===== config.mk =====
export PLATFORM = sky130hd
export DESIGN_NAME = nrs_status_regs
export DESIGN_NICKNAME = d
export VERILOG_FILES = /design/src/design/nrs_pkg.sv /design/src/design/nrs_reg_if.sv /design/src/design/nrs_axil_slave.sv /design/src/design/nrs_status_regs.sv /design/src/design/nrs_sync3.sv
export SDC_FILE = /design/constraint.sdc
export NUM_CORES = 1
export LEC_CHECK = 0
export BUFFER_PORTS_ARGS = -buffer_cell sky130_fd_sc_hd__buf_2
export CAP_MARGIN = 20
export CORE_MARGIN = 8
export CORE_UTILIZATION = 51
export CTS_CLUSTER_SIZE = 28
export DETAILED_ROUTE_END_ITERATION = 8
export PLACE_DENSITY = 0.89
export RECOVER_POWER = 25
export SYNTH_ARGS = -nofsm -noshare
export SYNTH_HDL_FRONTEND = slang
export SYNTH_HIERARCHICAL = 1
export SYNTH_SLANG_ARGS = --single-unit

===== constraint.sdc =====
create_clock -name core_clk -period 3.8 [get_ports core_clk]
set_input_delay 0.57 -clock core_clk [delete_from_list [all_inputs] [get_ports core_clk]]
set_output_delay 0.57 -clock core_clk [all_outputs]
set_load 0.03 [all_outputs]

===== src/design/nrs_pkg.sv =====
// constants shared by the reader status register block
// assumes a 32-bit AXI4-Lite register bus and an 8-bit register map
package nrs_pkg;

   // bus shape
   localparam int ADDR_W = 8;
   localparam int DATA_W = 32;
   localparam int IDX_W = 6;
   localparam logic [1:0] RESP_OKAY = 2'h0;
   localparam logic [1:0] RESP_SLVERR = 2'h2;

   // register indices, byte address is four times the index
   localparam logic [IDX_W-1:0] IDX_CRC_FIFO = 6'h07;
   localparam logic [IDX_W-1:0] IDX_MODEM = 6'h08;
   localparam logic [IDX_W-1:0] IDX_THRESH = 6'h0B;
   localparam logic [IDX_W-1:0] IDX_IRQ_STAT = 6'h20;
   localparam logic [IDX_W-1:0] IDX_IRQ_MASK = 6'h21;

   // first status register fields
   localparam int S1_CRC_MATCH = 6;
   localparam int S1_CRC_DONE = 5;
   localparam int S1_IRQ = 4;
   localparam int S1_TIMER = 3;
   localparam int S1_NEAR_FULL = 1;
   localparam int S1_NEAR_EMPTY = 0;

   // second status register fields
   localparam int S2_ALARM_CLEAR = 7;
   localparam int S2_CIPHER = 3;
   localparam int S2_STATE_LSB = 0;

   // interrupt status and mask layout
   localparam int N_IRQ = 3;
   localparam int IRQ_CRC_DONE = 0;
   localparam int IRQ_OVERTEMP = 1;
   localparam int IRQ_AUTH = 2;

   // reset values and sizes
   localparam logic [7:0] RST_CRC_FIFO = 8'h21;
   localparam logic [7:0] RST_MODEM = 8'h00;
   localparam logic [5:0] RST_THRESH = 6'h08;
   localparam logic [N_IRQ-1:0] RST_IRQ_MASK = 3'h0;
   localparam logic [6:0] FIFO_DEPTH = 7'h40;

   // radio link state codes, code 7 is undefined
   typedef enum logic [2:0] {
      LINK_IDLE = 3'h0,
      LINK_WAIT_START = 3'h1,
      LINK_TX_WAIT = 3'h2,
      LINK_TX = 3'h3,
      LINK_RX_WAIT = 3'h4,
      LINK_WAIT_DATA = 3'h5,
      LINK_RX = 3'h6,
      LINK_UNDEF = 3'h7
   } nrs_link_state_t;

endpackage : nrs_pkg


===== src/design/nrs_reg_if.sv =====
// register access strobes between bus slave and register bank
// assumes one clock; strobes are single-cycle and combinational
`timescale 1ns/10ps
`default_nettype none

interface nrs_reg_if;
   logic wr_en;
   logic [nrs_pkg::IDX_W-1:0] wr_idx;
   logic [7:0] wr_data;
   logic wr_lane0;
   logic wr_hit;
   logic rd_en;
   logic [nrs_pkg::IDX_W-1:0] rd_idx;
   logic [7:0] rd_data;
   logic rd_hit;

   modport bus (output wr_en, wr_idx, wr_data, wr_lane0, rd_en, rd_idx,
                input wr_hit, rd_data, rd_hit);
   modport regs (input wr_en, wr_idx, wr_data, wr_lane0, rd_en, rd_idx,
                 output wr_hit, rd_data, rd_hit);
endinterface : nrs_reg_if

`default_nettype wire


===== src/design/nrs_axil_slave.sv =====
// AXI4-Lite slave front end turning bus transfers into register strobes
// assumes the register bank answers hit and read data combinationally
`timescale 1ns/10ps
`default_nettype none

module nrs_axil_slave (
   // clock and reset
   input wire logic core_clk,
   input wire logic rstn,
   // write address and data
   input wire logic [nrs_pkg::ADDR_W-1:0] s_axi_awaddr,
   input wire logic s_axi_awvalid,
   output logic s_axi_awready,
   input wire logic [nrs_pkg::DATA_W-1:0] s_axi_wdata,
   input wire logic [3:0] s_axi_wstrb,
   input wire logic s_axi_wvalid,
   output logic s_axi_wready,
   // write response
   output logic [1:0] s_axi_bresp,
   output logic s_axi_bvalid,
   input wire logic s_axi_bready,
   // read
   input wire logic [nrs_pkg::ADDR_W-1:0] s_axi_araddr,
   input wire logic s_axi_arvalid,
   output logic s_axi_arready,
   output logic [nrs_pkg::DATA_W-1:0] s_axi_rdata,
   output logic [1:0] s_axi_rresp,
   output logic s_axi_rvalid,
   input wire logic s_axi_rready,
   // register side
   nrs_reg_if.bus rif
);

   typedef struct packed {
      logic aw_held;
      logic [nrs_pkg::IDX_W-1:0] aw_idx;
      logic awready;
      logic w_held;
      logic [7:0] wdata;
      logic wlane0;
      logic wready;
      logic bvalid;
      logic [1:0] bresp;
      logic arready;
      logic rvalid;
      logic [nrs_pkg::DATA_W-1:0] rdata;
      logic [1:0] rresp;
   } nrs_axi_t;

   nrs_axi_t s;
   nrs_axi_t next_s;

   // write fires in the first cycle both halves are held and no response is pending
   assign rif.wr_en = s.aw_held & s.w_held & ~s.bvalid;
   assign rif.wr_idx = s.aw_idx;
   assign rif.wr_data = s.wdata;
   assign rif.wr_lane0 = s.wlane0;
   assign rif.rd_en = s_axi_arvalid & s.arready;
   assign rif.rd_idx = s_axi_araddr[nrs_pkg::ADDR_W-1:2];

   always_comb
   begin
      next_s = s;
      if (s_axi_awvalid && s.awready)
      begin
         next_s.aw_held = 1'b1;
         next_s.aw_idx = s_axi_awaddr[nrs_pkg::ADDR_W-1:2];
      end
      if (s_axi_wvalid && s.wready)
      begin
         next_s.w_held = 1'b1;
         next_s.wdata = s_axi_wdata[7:0];
         next_s.wlane0 = s_axi_wstrb[0];
      end
      if (rif.wr_en)
      begin
         next_s.aw_held = 1'b0;
         next_s.w_held = 1'b0;
         next_s.bvalid = 1'b1;
         next_s.bresp = rif.wr_hit ? nrs_pkg::RESP_OKAY : nrs_pkg::RESP_SLVERR;
      end
      else if (s.bvalid && s_axi_bready)
      begin
         next_s.bvalid = 1'b0;
      end
      if (rif.rd_en)
      begin
         next_s.rvalid = 1'b1;
         next_s.rdata = {24'h000000, rif.rd_data};
         next_s.rresp = rif.rd_hit ? nrs_pkg::RESP_OKAY : nrs_pkg::RESP_SLVERR;
      end
      else if (s.rvalid && s_axi_rready)
      begin
         next_s.rvalid = 1'b0;
      end
      next_s.awready = ~next_s.aw_held;
      next_s.wready = ~next_s.w_held;
      next_s.arready = ~next_s.rvalid;
   end

   always_ff @(posedge core_clk or negedge rstn)
   begin
      if (!rstn)
      begin
         s <= '0;
      end
      else
      begin
         s <= next_s;
      end
   end

   assign s_axi_awready = s.awready;
   assign s_axi_wready = s.wready;
   assign s_axi_bvalid = s.bvalid;
   assign s_axi_bresp = s.bresp;
   assign s_axi_arready = s.arready;
   assign s_axi_rvalid = s.rvalid;
   assign s_axi_rdata = s.rdata;
   assign s_axi_rresp = s.rresp;

endmodule : nrs_axil_slave

`default_nettype wire


===== src/design/nrs_status_regs.sv =====
// reader status register bank: crc, interrupt, timer, fifo, cipher, modem
// assumes engine status inputs on core_clk; sensor levels are asynchronous
`timescale 1ns/10ps
`default_nettype none

module nrs_status_regs #(
   parameter logic [6:0] FIFO_SIZE = nrs_pkg::FIFO_DEPTH
) (
   // clock and reset
   input wire logic core_clk,
   input wire logic rstn,
   // AXI4-Lite write
   input wire logic [nrs_pkg::ADDR_W-1:0] s_axi_awaddr,
   input wire logic s_axi_awvalid,
   output logic s_axi_awready,
   input wire logic [nrs_pkg::DATA_W-1:0] s_axi_wdata,
   input wire logic [3:0] s_axi_wstrb,
   input wire logic s_axi_wvalid,
   output logic s_axi_wready,
   output logic [1:0] s_axi_bresp,
   output logic s_axi_bvalid,
   input wire logic s_axi_bready,
   // AXI4-Lite read
   input wire logic [nrs_pkg::ADDR_W-1:0] s_axi_araddr,
   input wire logic s_axi_arvalid,
   output logic s_axi_arready,
   output logic [nrs_pkg::DATA_W-1:0] s_axi_rdata,
   output logic [1:0] s_axi_rresp,
   output logic s_axi_rvalid,
   input wire logic s_axi_rready,
   // crc coprocessor
   input wire logic crc_start,
   input wire logic crc_finish,
   input wire logic crc_residue_zero,
   input wire logic crc_compute_cmd,
   // timer and fifo
   input wire logic timer_active,
   input wire logic [6:0] fifo_level,
   output logic [5:0] fifo_threshold,
   // interrupt sources and enables
   input wire logic [7:0] common_irq_req,
   input wire logic [7:0] common_interrupt_enables,
   input wire logic [7:0] misc_irq_req,
   input wire logic [7:0] misc_interrupt_enables,
   // modem and authentication
   input wire logic [2:0] radio_link_state,
   input wire logic card_authenticate_ok,
   output logic card_cipher_active,
   // temperature sensor pins
   input wire logic overtemp_detect,
   input wire logic temp_below_limit,
   output logic overtemp_flag,
   output logic antenna_drivers_off,
   // block interrupt
   output logic irq
);

   typedef struct packed {
      logic crc_match_flag;
      logic crc_done_flag;
      logic irq_pending;
      logic timer_active;
      logic fifo_near_full;
      logic fifo_near_empty;
      logic overtemp_alarm_clear;
      logic card_cipher_active;
      nrs_pkg::nrs_link_state_t radio_link_state;
      logic overtemp_flag;
      logic [5:0] fifo_threshold;
      logic [nrs_pkg::N_IRQ-1:0] irq_status;
      logic [nrs_pkg::N_IRQ-1:0] irq_mask;
      logic irq;
   } nrs_regs_t;

   nrs_regs_t s;
   nrs_regs_t next_s;
   logic [1:0] temp_sync;
   logic hot;
   logic cool;
   logic [nrs_pkg::N_IRQ-1:0] events;
   logic [6:0] free_space;

   nrs_reg_if rif ();

   ////////////////////////////////////////////////////////////////////////////////
   // bus and pin front ends

   nrs_axil_slave u_bus (
      .core_clk(core_clk),
      .rstn(rstn),
      .s_axi_awaddr(s_axi_awaddr),
      .s_axi_awvalid(s_axi_awvalid),
      .s_axi_awready(s_axi_awready),
      .s_axi_wdata(s_axi_wdata),
      .s_axi_wstrb(s_axi_wstrb),
      .s_axi_wvalid(s_axi_wvalid),
      .s_axi_wready(s_axi_wready),
      .s_axi_bresp(s_axi_bresp),
      .s_axi_bvalid(s_axi_bvalid),
      .s_axi_bready(s_axi_bready),
      .s_axi_araddr(s_axi_araddr),
      .s_axi_arvalid(s_axi_arvalid),
      .s_axi_arready(s_axi_arready),
      .s_axi_rdata(s_axi_rdata),
      .s_axi_rresp(s_axi_rresp),
      .s_axi_rvalid(s_axi_rvalid),
      .s_axi_rready(s_axi_rready),
      .rif(rif.bus)
   );

   // sensor outputs are asynchronous to core_clk
   nrs_sync3 #(
      .WIDTH(2)
   ) u_temp_sync (
      .core_clk(core_clk),
      .rstn(rstn),
      .async_in({temp_below_limit, overtemp_detect}),
      .sync_out(temp_sync)
   );

   assign hot = temp_sync[0];
   assign cool = temp_sync[1];

   ////////////////////////////////////////////////////////////////////////////////
   // decode helpers

   function automatic logic is_mapped(input logic [nrs_pkg::IDX_W-1:0] idx);
      is_mapped = (idx == nrs_pkg::IDX_CRC_FIFO) || (idx == nrs_pkg::IDX_MODEM) ||
                  (idx == nrs_pkg::IDX_THRESH) || (idx == nrs_pkg::IDX_IRQ_STAT) ||
                  (idx == nrs_pkg::IDX_IRQ_MASK);
   endfunction : is_mapped

   function automatic logic [7:0] read_value(input logic [nrs_pkg::IDX_W-1:0] idx,
                                             input nrs_regs_t r);
      logic [7:0] v;
      v = 8'h00;
      unique case (idx)
         nrs_pkg::IDX_CRC_FIFO:
         begin
            v[nrs_pkg::S1_CRC_MATCH] = r.crc_match_flag;
            v[nrs_pkg::S1_CRC_DONE] = r.crc_done_flag;
            v[nrs_pkg::S1_IRQ] = r.irq_pending;
            v[nrs_pkg::S1_TIMER] = r.timer_active;
            v[nrs_pkg::S1_NEAR_FULL] = r.fifo_near_full;
            v[nrs_pkg::S1_NEAR_EMPTY] = r.fifo_near_empty;
         end
         nrs_pkg::IDX_MODEM:
         begin
            v[nrs_pkg::S2_ALARM_CLEAR] = r.overtemp_alarm_clear;
            v[nrs_pkg::S2_CIPHER] = r.card_cipher_active;
            v[nrs_pkg::S2_STATE_LSB +: 3] = r.radio_link_state;
         end
         nrs_pkg::IDX_THRESH:
         begin
            v[5:0] = r.fifo_threshold;
         end
         nrs_pkg::IDX_IRQ_STAT:
         begin
            v[nrs_pkg::N_IRQ-1:0] = r.irq_status;
         end
         nrs_pkg::IDX_IRQ_MASK:
         begin
            v[nrs_pkg::N_IRQ-1:0] = r.irq_mask;
         end
         default:
         begin
            v = 8'h00;
         end
      endcase
      read_value = v;
   endfunction : read_value

   assign rif.rd_hit = is_mapped(rif.rd_idx);
   assign rif.rd_data = read_value(rif.rd_idx, s);
   assign rif.wr_hit = is_mapped(rif.wr_idx);

   assign free_space = FIFO_SIZE - fifo_level;

   ////////////////////////////////////////////////////////////////////////////////
   // next state

   always_comb
   begin
      next_s = s;
      events = '0;

      // crc result tracks the coprocessor, undefined during radio traffic
      if (crc_start)
      begin
         next_s.crc_match_flag = 1'b0;
         if (crc_compute_cmd)
         begin
            next_s.crc_done_flag = 1'b0;
         end
      end
      if (crc_finish)
      begin
         next_s.crc_match_flag = crc_residue_zero;
         if (crc_compute_cmd)
         begin
            next_s.crc_done_flag = 1'b1;
            events[nrs_pkg::IRQ_CRC_DONE] = 1'b1;
         end
      end

      next_s.irq_pending = |(common_irq_req & common_interrupt_enables) |
                           |(misc_irq_req & misc_interrupt_enables);
      next_s.timer_active = timer_active;
      next_s.fifo_near_full = (free_space <= {1'b0, s.fifo_threshold});
      next_s.fifo_near_empty = (fifo_level <= {1'b0, s.fifo_threshold});
      next_s.radio_link_state = nrs_pkg::nrs_link_state_t'(radio_link_state);

      // software writes, only the low byte lane carries data
      if (rif.wr_en && rif.wr_lane0)
      begin
         unique case (rif.wr_idx)
            nrs_pkg::IDX_MODEM:
            begin
               next_s.overtemp_alarm_clear = rif.wr_data[nrs_pkg::S2_ALARM_CLEAR];
               if (!rif.wr_data[nrs_pkg::S2_CIPHER])
               begin
                  next_s.card_cipher_active = 1'b0;
               end
            end
            nrs_pkg::IDX_THRESH:
            begin
               next_s.fifo_threshold = rif.wr_data[5:0];
            end
            nrs_pkg::IDX_IRQ_STAT:
            begin
               next_s.irq_status = s.irq_status & ~rif.wr_data[nrs_pkg::N_IRQ-1:0];
            end
            nrs_pkg::IDX_IRQ_MASK:
            begin
               next_s.irq_mask = rif.wr_data[nrs_pkg::N_IRQ-1:0];
            end
            default:
            begin
               next_s.fifo_threshold = s.fifo_threshold;
            end
         endcase
      end

      // authentication wins over a software clear in the same cycle
      if (card_authenticate_ok)
      begin
         next_s.card_cipher_active = 1'b1;
         events[nrs_pkg::IRQ_AUTH] = ~s.card_cipher_active;
      end

      // alarm removal needs a cool die; a live detection always wins
      if (s.overtemp_alarm_clear && cool)
      begin
         next_s.overtemp_flag = 1'b0;
      end
      if (hot)
      begin
         next_s.overtemp_flag = 1'b1;
         events[nrs_pkg::IRQ_OVERTEMP] = ~s.overtemp_flag;
      end

      // sticky status: new events beat a write-one clear
      next_s.irq_status = next_s.irq_status | events;
      next_s.irq = |(next_s.irq_status & next_s.irq_mask);
   end

   ////////////////////////////////////////////////////////////////////////////////
   // state register

   always_ff @(posedge core_clk or negedge rstn)
   begin
      if (!rstn)
      begin
         s <= '0;
         s.crc_match_flag <= nrs_pkg::RST_CRC_FIFO[nrs_pkg::S1_CRC_MATCH];
         s.crc_done_flag <= nrs_pkg::RST_CRC_FIFO[nrs_pkg::S1_CRC_DONE];
         s.irq_pending <= nrs_pkg::RST_CRC_FIFO[nrs_pkg::S1_IRQ];
         s.timer_active <= nrs_pkg::RST_CRC_FIFO[nrs_pkg::S1_TIMER];
         s.fifo_near_full <= nrs_pkg::RST_CRC_FIFO[nrs_pkg::S1_NEAR_FULL];
         s.fifo_near_empty <= nrs_pkg::RST_CRC_FIFO[nrs_pkg::S1_NEAR_EMPTY];
         s.overtemp_alarm_clear <= nrs_pkg::RST_MODEM[nrs_pkg::S2_ALARM_CLEAR];
         s.card_cipher_active <= nrs_pkg::RST_MODEM[nrs_pkg::S2_CIPHER];
         s.radio_link_state <= nrs_pkg::LINK_IDLE;
         s.fifo_threshold <= nrs_pkg::RST_THRESH;
         s.irq_mask <= nrs_pkg::RST_IRQ_MASK;
      end
      else
      begin
         s <= next_s;
      end
   end

   ////////////////////////////////////////////////////////////////////////////////
   // outputs, all straight from flops

   assign fifo_threshold = s.fifo_threshold;
   assign card_cipher_active = s.card_cipher_active;
   assign overtemp_flag = s.overtemp_flag;
   assign antenna_drivers_off = s.overtemp_flag;
   assign irq = s.irq;

endmodule : nrs_status_regs

`default_nettype wire


===== src/design/nrs_sync3.sv =====
// three-stage synchroniser with agreement filter
// assumes asynchronous level inputs; output moves once stages 2 and 3 agree
`timescale 1ns/10ps
`default_nettype none

module nrs_sync3 #(
   parameter int WIDTH = 2
) (
   // clock and reset
   input wire logic core_clk,
   input wire logic rstn,
   // levels
   input wire logic [WIDTH-1:0] async_in,
   output logic [WIDTH-1:0] sync_out
);

   typedef struct packed {
      logic [WIDTH-1:0] ff1;
      logic [WIDTH-1:0] ff2;
      logic [WIDTH-1:0] ff3;
      logic [WIDTH-1:0] out;
   } nrs_sync_t;

   nrs_sync_t s;
   nrs_sync_t next_s;

   always_comb
   begin
      next_s = s;
      next_s.ff1 = async_in;
      next_s.ff2 = s.ff1;
      next_s.ff3 = s.ff2;
      for (int i = 0; i < WIDTH; i++)
      begin
         if (s.ff2[i] == s.ff3[i])
         begin
            next_s.out[i] = s.ff3[i];
         end
      end
   end

   always_ff @(posedge core_clk or negedge rstn)
   begin
      if (!rstn)
      begin
         s <= '0;
      end
      else
      begin
         s <= next_s;
      end
   end

   assign sync_out = s.out;

endmodule : nrs_sync3

`default_nettype wire


==> After elaboration in Yosys (flattened, before gate mapping) <==
Index checks and enable logic that the tools add are counted.
{ "op_classes": {"n_eq_ne": 13, "n_shift": 0, "n_mul": 0, "n_mux": 33, "n_reduce_logical": 25, "div_mod_pow": 0, "bitwise_logic": 16, "addsub": 1, "magnitude_cmp": 2} }
{ "op_table": {"columns": ["cell", "count"], "rows": [
  ["== test 6 x 4 -> 1 bit (second input constant)", 4],
  ["== test 6 bit (second input constant)", 4],
  ["two-way mux 1 bit", 20],
  ["AND 8 bit", 2],
  ["OR reduction 8 bit", 2],
  ["less-or-equal comparator 7 x 6 -> 1 bit", 2],
  ["== test 6 x 3 -> 1 bit (second input constant)", 2],
  ["two-way mux 10 bit", 1],
  ["one-hot mux 2 bit (5 select lines)", 1],
  ["nonzero test 2 bit", 5],
  ["logical OR 1 bit", 8],
  ["two-way mux 2 bit", 4],
  ["two-way mux 7 bit", 1],
  ["subtractor 7 bit (first input constant)", 1],
  ["AND 3 bit", 2],
  ["logical AND 1 bit", 6],
  ["two-way mux 3 bit", 2],
  ["two-way mux 6 bit", 1],
  ["NOT 1 bit", 6],
  ["one-hot mux 1 bit (4 select lines)", 1],
  ["one-hot mux 2 bit (2 select lines)", 1],
  ["AND reduction 2 bit", 2],
  ["AND 1 bit", 3],
  ["NOT 3 bit", 1],
  ["other kinds (7)", 8]
]} }
{ "totals": {"latch_bits": 0, "n_memories": 0, "inputBits": 109, "wordCells": 122, "mem_bits_ro": 0, "ram_bits": 0, "register_bits": 67} }

==> Longest topological paths before layout <==
{ "depth": {"depth_word": 7, "depth_mapped": 9} }

==> Cells and area by module <==
The synthesis kept the hierarchy.
{ "modules_own_cells": {"columns": ["mod", "cells_per_inst", "n_inst", "area_each_um2"], "rows": [
  ["nrs_axil_slave", 134, 1, 1655.3],
  ["nrs_status_regs", 165, 1, 1644.1],
  ["nrs_sync3", 12, 1, 237.7]
]} }

==> Worst setup path before layout <==
No wires, ideal clock.
{ "synth_path": {"path_type": "reg-to-reg", "startpoint": "register u_bus.s, in the netlist u_bus/s_axi_bvalid", "endpoint": "register s, in the netlist irq", "n_path_buf": 0, "arrival_ps": 1868, "path_slack_ps": 1806, "required_time_ps": 3674, "period_less_slack_ps": 1994, "stages_incl_launch_ff": 8, "cell_sequence": "dfrtp_1 -> nand3b_1 -> inv_1 -> and4bb_4 -> nor4b_4 -> nand2_1 -> a22o_1 -> a221o_1"} }
{ "synth_lines": {"columns": ["item", "line_no", "text"], "rows": [
  ["from (decl)", "nrs_axil_slave.sv:50", "nrs_axi_t s;"],
  ["from (signal assigned)", "nrs_axil_slave.sv:109", "s <= next_s;"],
  ["to (signal assigned)", "nrs_status_regs.sv:289", "s <= next_s;"],
  ["to (decl)", "nrs_status_regs.sv:75", "nrs_regs_t s;"]
]} }

==> Worst setup path in the final report <==
{ "layout_path": {"startpoint": "register u_bus.s, in the netlist u_bus/s_axi_bvalid", "endpoint": "register, netlist name fifo_threshold[0]"} }
{ "layout_via": {"elab_chain_cells": 4} }
{ "layout_rtl": {"columns": ["item", "line_no", "text"], "rows": [
  ["NOT 1 bit", "nrs_axil_slave.sv:54", "assign rif.wr_en = s.aw_held & s.w_held & ~s.bvalid;"],
  ["AND 1 bit", "nrs_axil_slave.sv:54", null],
  ["net rif.wr_en", "nrs_reg_if.sv:7", "logic wr_en;"],
  ["logical AND 1 bit", "nrs_status_regs.sv:214", "if (rif.wr_en && rif.wr_lane0)"],
  ["AND reduction 2 bit (no line)", null, null]
]} }
The timed path passes the listed nets, and every way through them passes these cells.
A chain may end at the register's enable or synchronous reset.

==> impl_metrics.env <==
export IMPL_wl_met2_um=3850
export IMPL_dieArea_um2=9754
export IMPL_highest_layer="met4"
export IMPL_min_period_ns=2.115
export IMPL_rsz0062_at_grt="false"
export IMPL_clock_sinks=64
export IMPL_rrSetupSlack_ns=1.68
export IMPL_syn_cell_area_um2=3493
export IMPL_num_rows=30
export IMPL_max_cap_viol_count=1
export IMPL_place_inst=447
export IMPL_tritoncts="yes"
export IMPL_wl_um=7558
export IMPL_grt_usage=0.1612
export IMPL_cp_endpoint="fifo_threshold[0]"
export IMPL_final_hold_viol_count=0
export IMPL_io_pins=160
export IMPL_crit_start="u_bus/s_axi_bvalid"
export IMPL_clkLatencyLatePin_ns=0.34
export IMPL_syn_inst=308
export IMPL_area_delta_synth_final_pct=10.32
export IMPL_fin_total_pwr_uw=2186
export IMPL_hp_class="in -> reg"
export IMPL_critPathCaptureType="register"
export IMPL_path_clk_slew_ns=0.06
export IMPL_finalSetupViolCount=0
export IMPL_grt_pass1_vias=2703
export IMPL_finalNetCount=500
export IMPL_yosysWarnings=6
export IMPL_final_area_um2=3854
export IMPL_report_final_slew_viol_count=32
export IMPL_antenna_found_initial=0
export IMPL_status="finished, violations left"
export IMPL_maxSlewHeadroom=-0.09936
export IMPL_critPathArrivalTime_ns=2.34
export IMPL_cp_max_fo=11
export IMPL_whs_ns=0.3389
export IMPL_postCtsHoldBufs=0
export IMPL_ff2ff_path_depth=6
export IMPL_dp_hpwl_um=6099
export IMPL_htreeDepth=3
export IMPL_worstPathRequired_ns=4.02
export IMPL_drtIter0Drc=126
export IMPL_io_buffers=101
export IMPL_r2r_start="u_bus/s_axi_bvalid"
export IMPL_place_area_um2=3689
export IMPL_drive_gt1_frac=0.3984
export IMPL_grt_pass1_wl_um=12510
export IMPL_die_h_um=98.76
export IMPL_cellPowerDensity_nw_per_um2=567.2
export IMPL_fp_dieW_um=98.76
export IMPL_timing_critical_path_from_type="register"
export IMPL_fin_setup_tns_ns=0
export IMPL_clock_path_buffers=2
export IMPL_gp_congestion=0.8410
export IMPL_cts_resized=0
export IMPL_post_cts_setup_buffers=0
export IMPL_ir_drop_v=0.0003087
export IMPL_r2r_end="fifo_threshold[0]"
export IMPL_violations="max-capacitance violations, max-slew violations"
export IMPL_drt_pass1_iterations=4
export IMPL_finalCritPeriodShare=0.5566
export IMPL_cts_root_buf="clkbuf_8"
export IMPL_antenna_left=0
export IMPL_coreArea_um2=6719
export IMPL_start_util=0.5199
export IMPL_avgSynthCellArea_um2=11.34
export IMPL_drc_errors=0
export IMPL_fin_skew_ns=0.007586
export IMPL_numCtsBuffers=9
export IMPL_grt_max_degree=35
export IMPL_fin_cells=464
export IMPL_worst_pin_slew_ns=1.649
export IMPL_total_leakage_power_uw=0.001955
export IMPL_fmax_mhz=472.8
export IMPL_vias=2342
export IMPL_wire_per_inst_um=16.29
export IMPL_wl_met1_um=3044
export IMPL_antennaDiodeCount=0
export IMPL_viasPerCell=5.047
export IMPL_crit_type="reg -> reg"
export IMPL_overflow=0
export IMPL_dr_wl_met3_um=585
==> cell type report <==
cell class | count | area, µm²
Fill cell | 568 | 2865
Sequential cell | 64 | 1605
Multi-Input combinational cell | 185 | 1405
Timing Repair Buffer | 103 | 516.7
Clock buffer | 13 | 148.9
Tap cell | 80 | 100.1
Inverter | 16 | 60.06
Clock inverter | 3 | 17.52
==> per-stage QoR <==
step | util | worst slack (ns)
floorplan | - | 1.806
global placement | 0.5490 | 1.639
detailed placement | 0.5490 | 1.574
CTS | 0.5737 | 1.689
global route | 0.5736 | 1.464
finish | 0.5736 | 1.685
==> critical path: stages (launching register included) <==
cell,delay [ns]
dfrtp_1,0.41
nand3b_1,0.26
inv_1,0.10
and4bb_4,0.25
nand3b_1,0.09
nor2_1,0.49
mux2_2,0.40
==> where the power goes <==
| group | internal (µW) | total [µW] | switching, µW | leakage, µW |
|---|---|---|---|---|
| registers | 856 | 1020 | 162 | 0.000768 |
| logic | 317 | 680 | 363 | 0.00110 |
| clock network | 253 | 488 | 236 | 0.0000834 |
| total | 1430 | 2190 | 760 | 0.00195 |
==> registers in the layout, summed over array words and instances, names as in the netlist, 2 cells and up <==
| name | cells |
|---|---|
| u_temp_sync/next_s | 4 |
| u_temp_sync/s | 2 |
| u_bus/s | 2 |
| u_bus/rif.wr_data | 7 |
| u_temp_sync/sync_out | 2 |
| s | 16 |
| u_bus/s_axi_rdata | 8 |
| fifo_threshold | 6 |
| u_bus/rif.wr_idx | 6 |
==> placed cells by master (no fill, tap or decap), types with 4 or more instances in the layout <==
cell,instances
ha_1,12
o21ai_0,14
a221oi_1,4
a221o_1,4
nand3_1,4
nand2_1,18
mux2i_1,6
dfrtp_1,61
clkbuf_1,4
buf_2,100
clkbuf_8,10
nor2_1,7
mux2_4,7
a21o_1,5
conb_1,26
inv_1,15
a22o_1,10
mux2_2,21
xor2_1,4
a21oi_1,4
==> worst min path at each step <==
stage                          startpoint                     to  slack [ns]  cells past startpoint
global placement    u_temp_sync/next_s[4]  u_temp_sync/next_s[2]        0.34                      0
CTS                                  rstn   u_bus/s_axi_rdata[2]        0.29                      1
finish                radio_link_state[1]                  s[15]        0.34                      1
detailed placement  u_temp_sync/next_s[4]  u_temp_sync/next_s[2]        0.34                      0
floorplan                            rstn    antenna_drivers_off        0.27                      0
global route             temp_below_limit  u_temp_sync/next_s[5]        0.31                      1
==> per-layer routing <==
layer	vias up	GRT usage
met5	-	0
met1	1120	0.1715
met2	84	0.2760
met4	0	0.05195
li1	1130	-
met3	8	0.07470
Note: power is estimated with default switching activity, not from simulation.
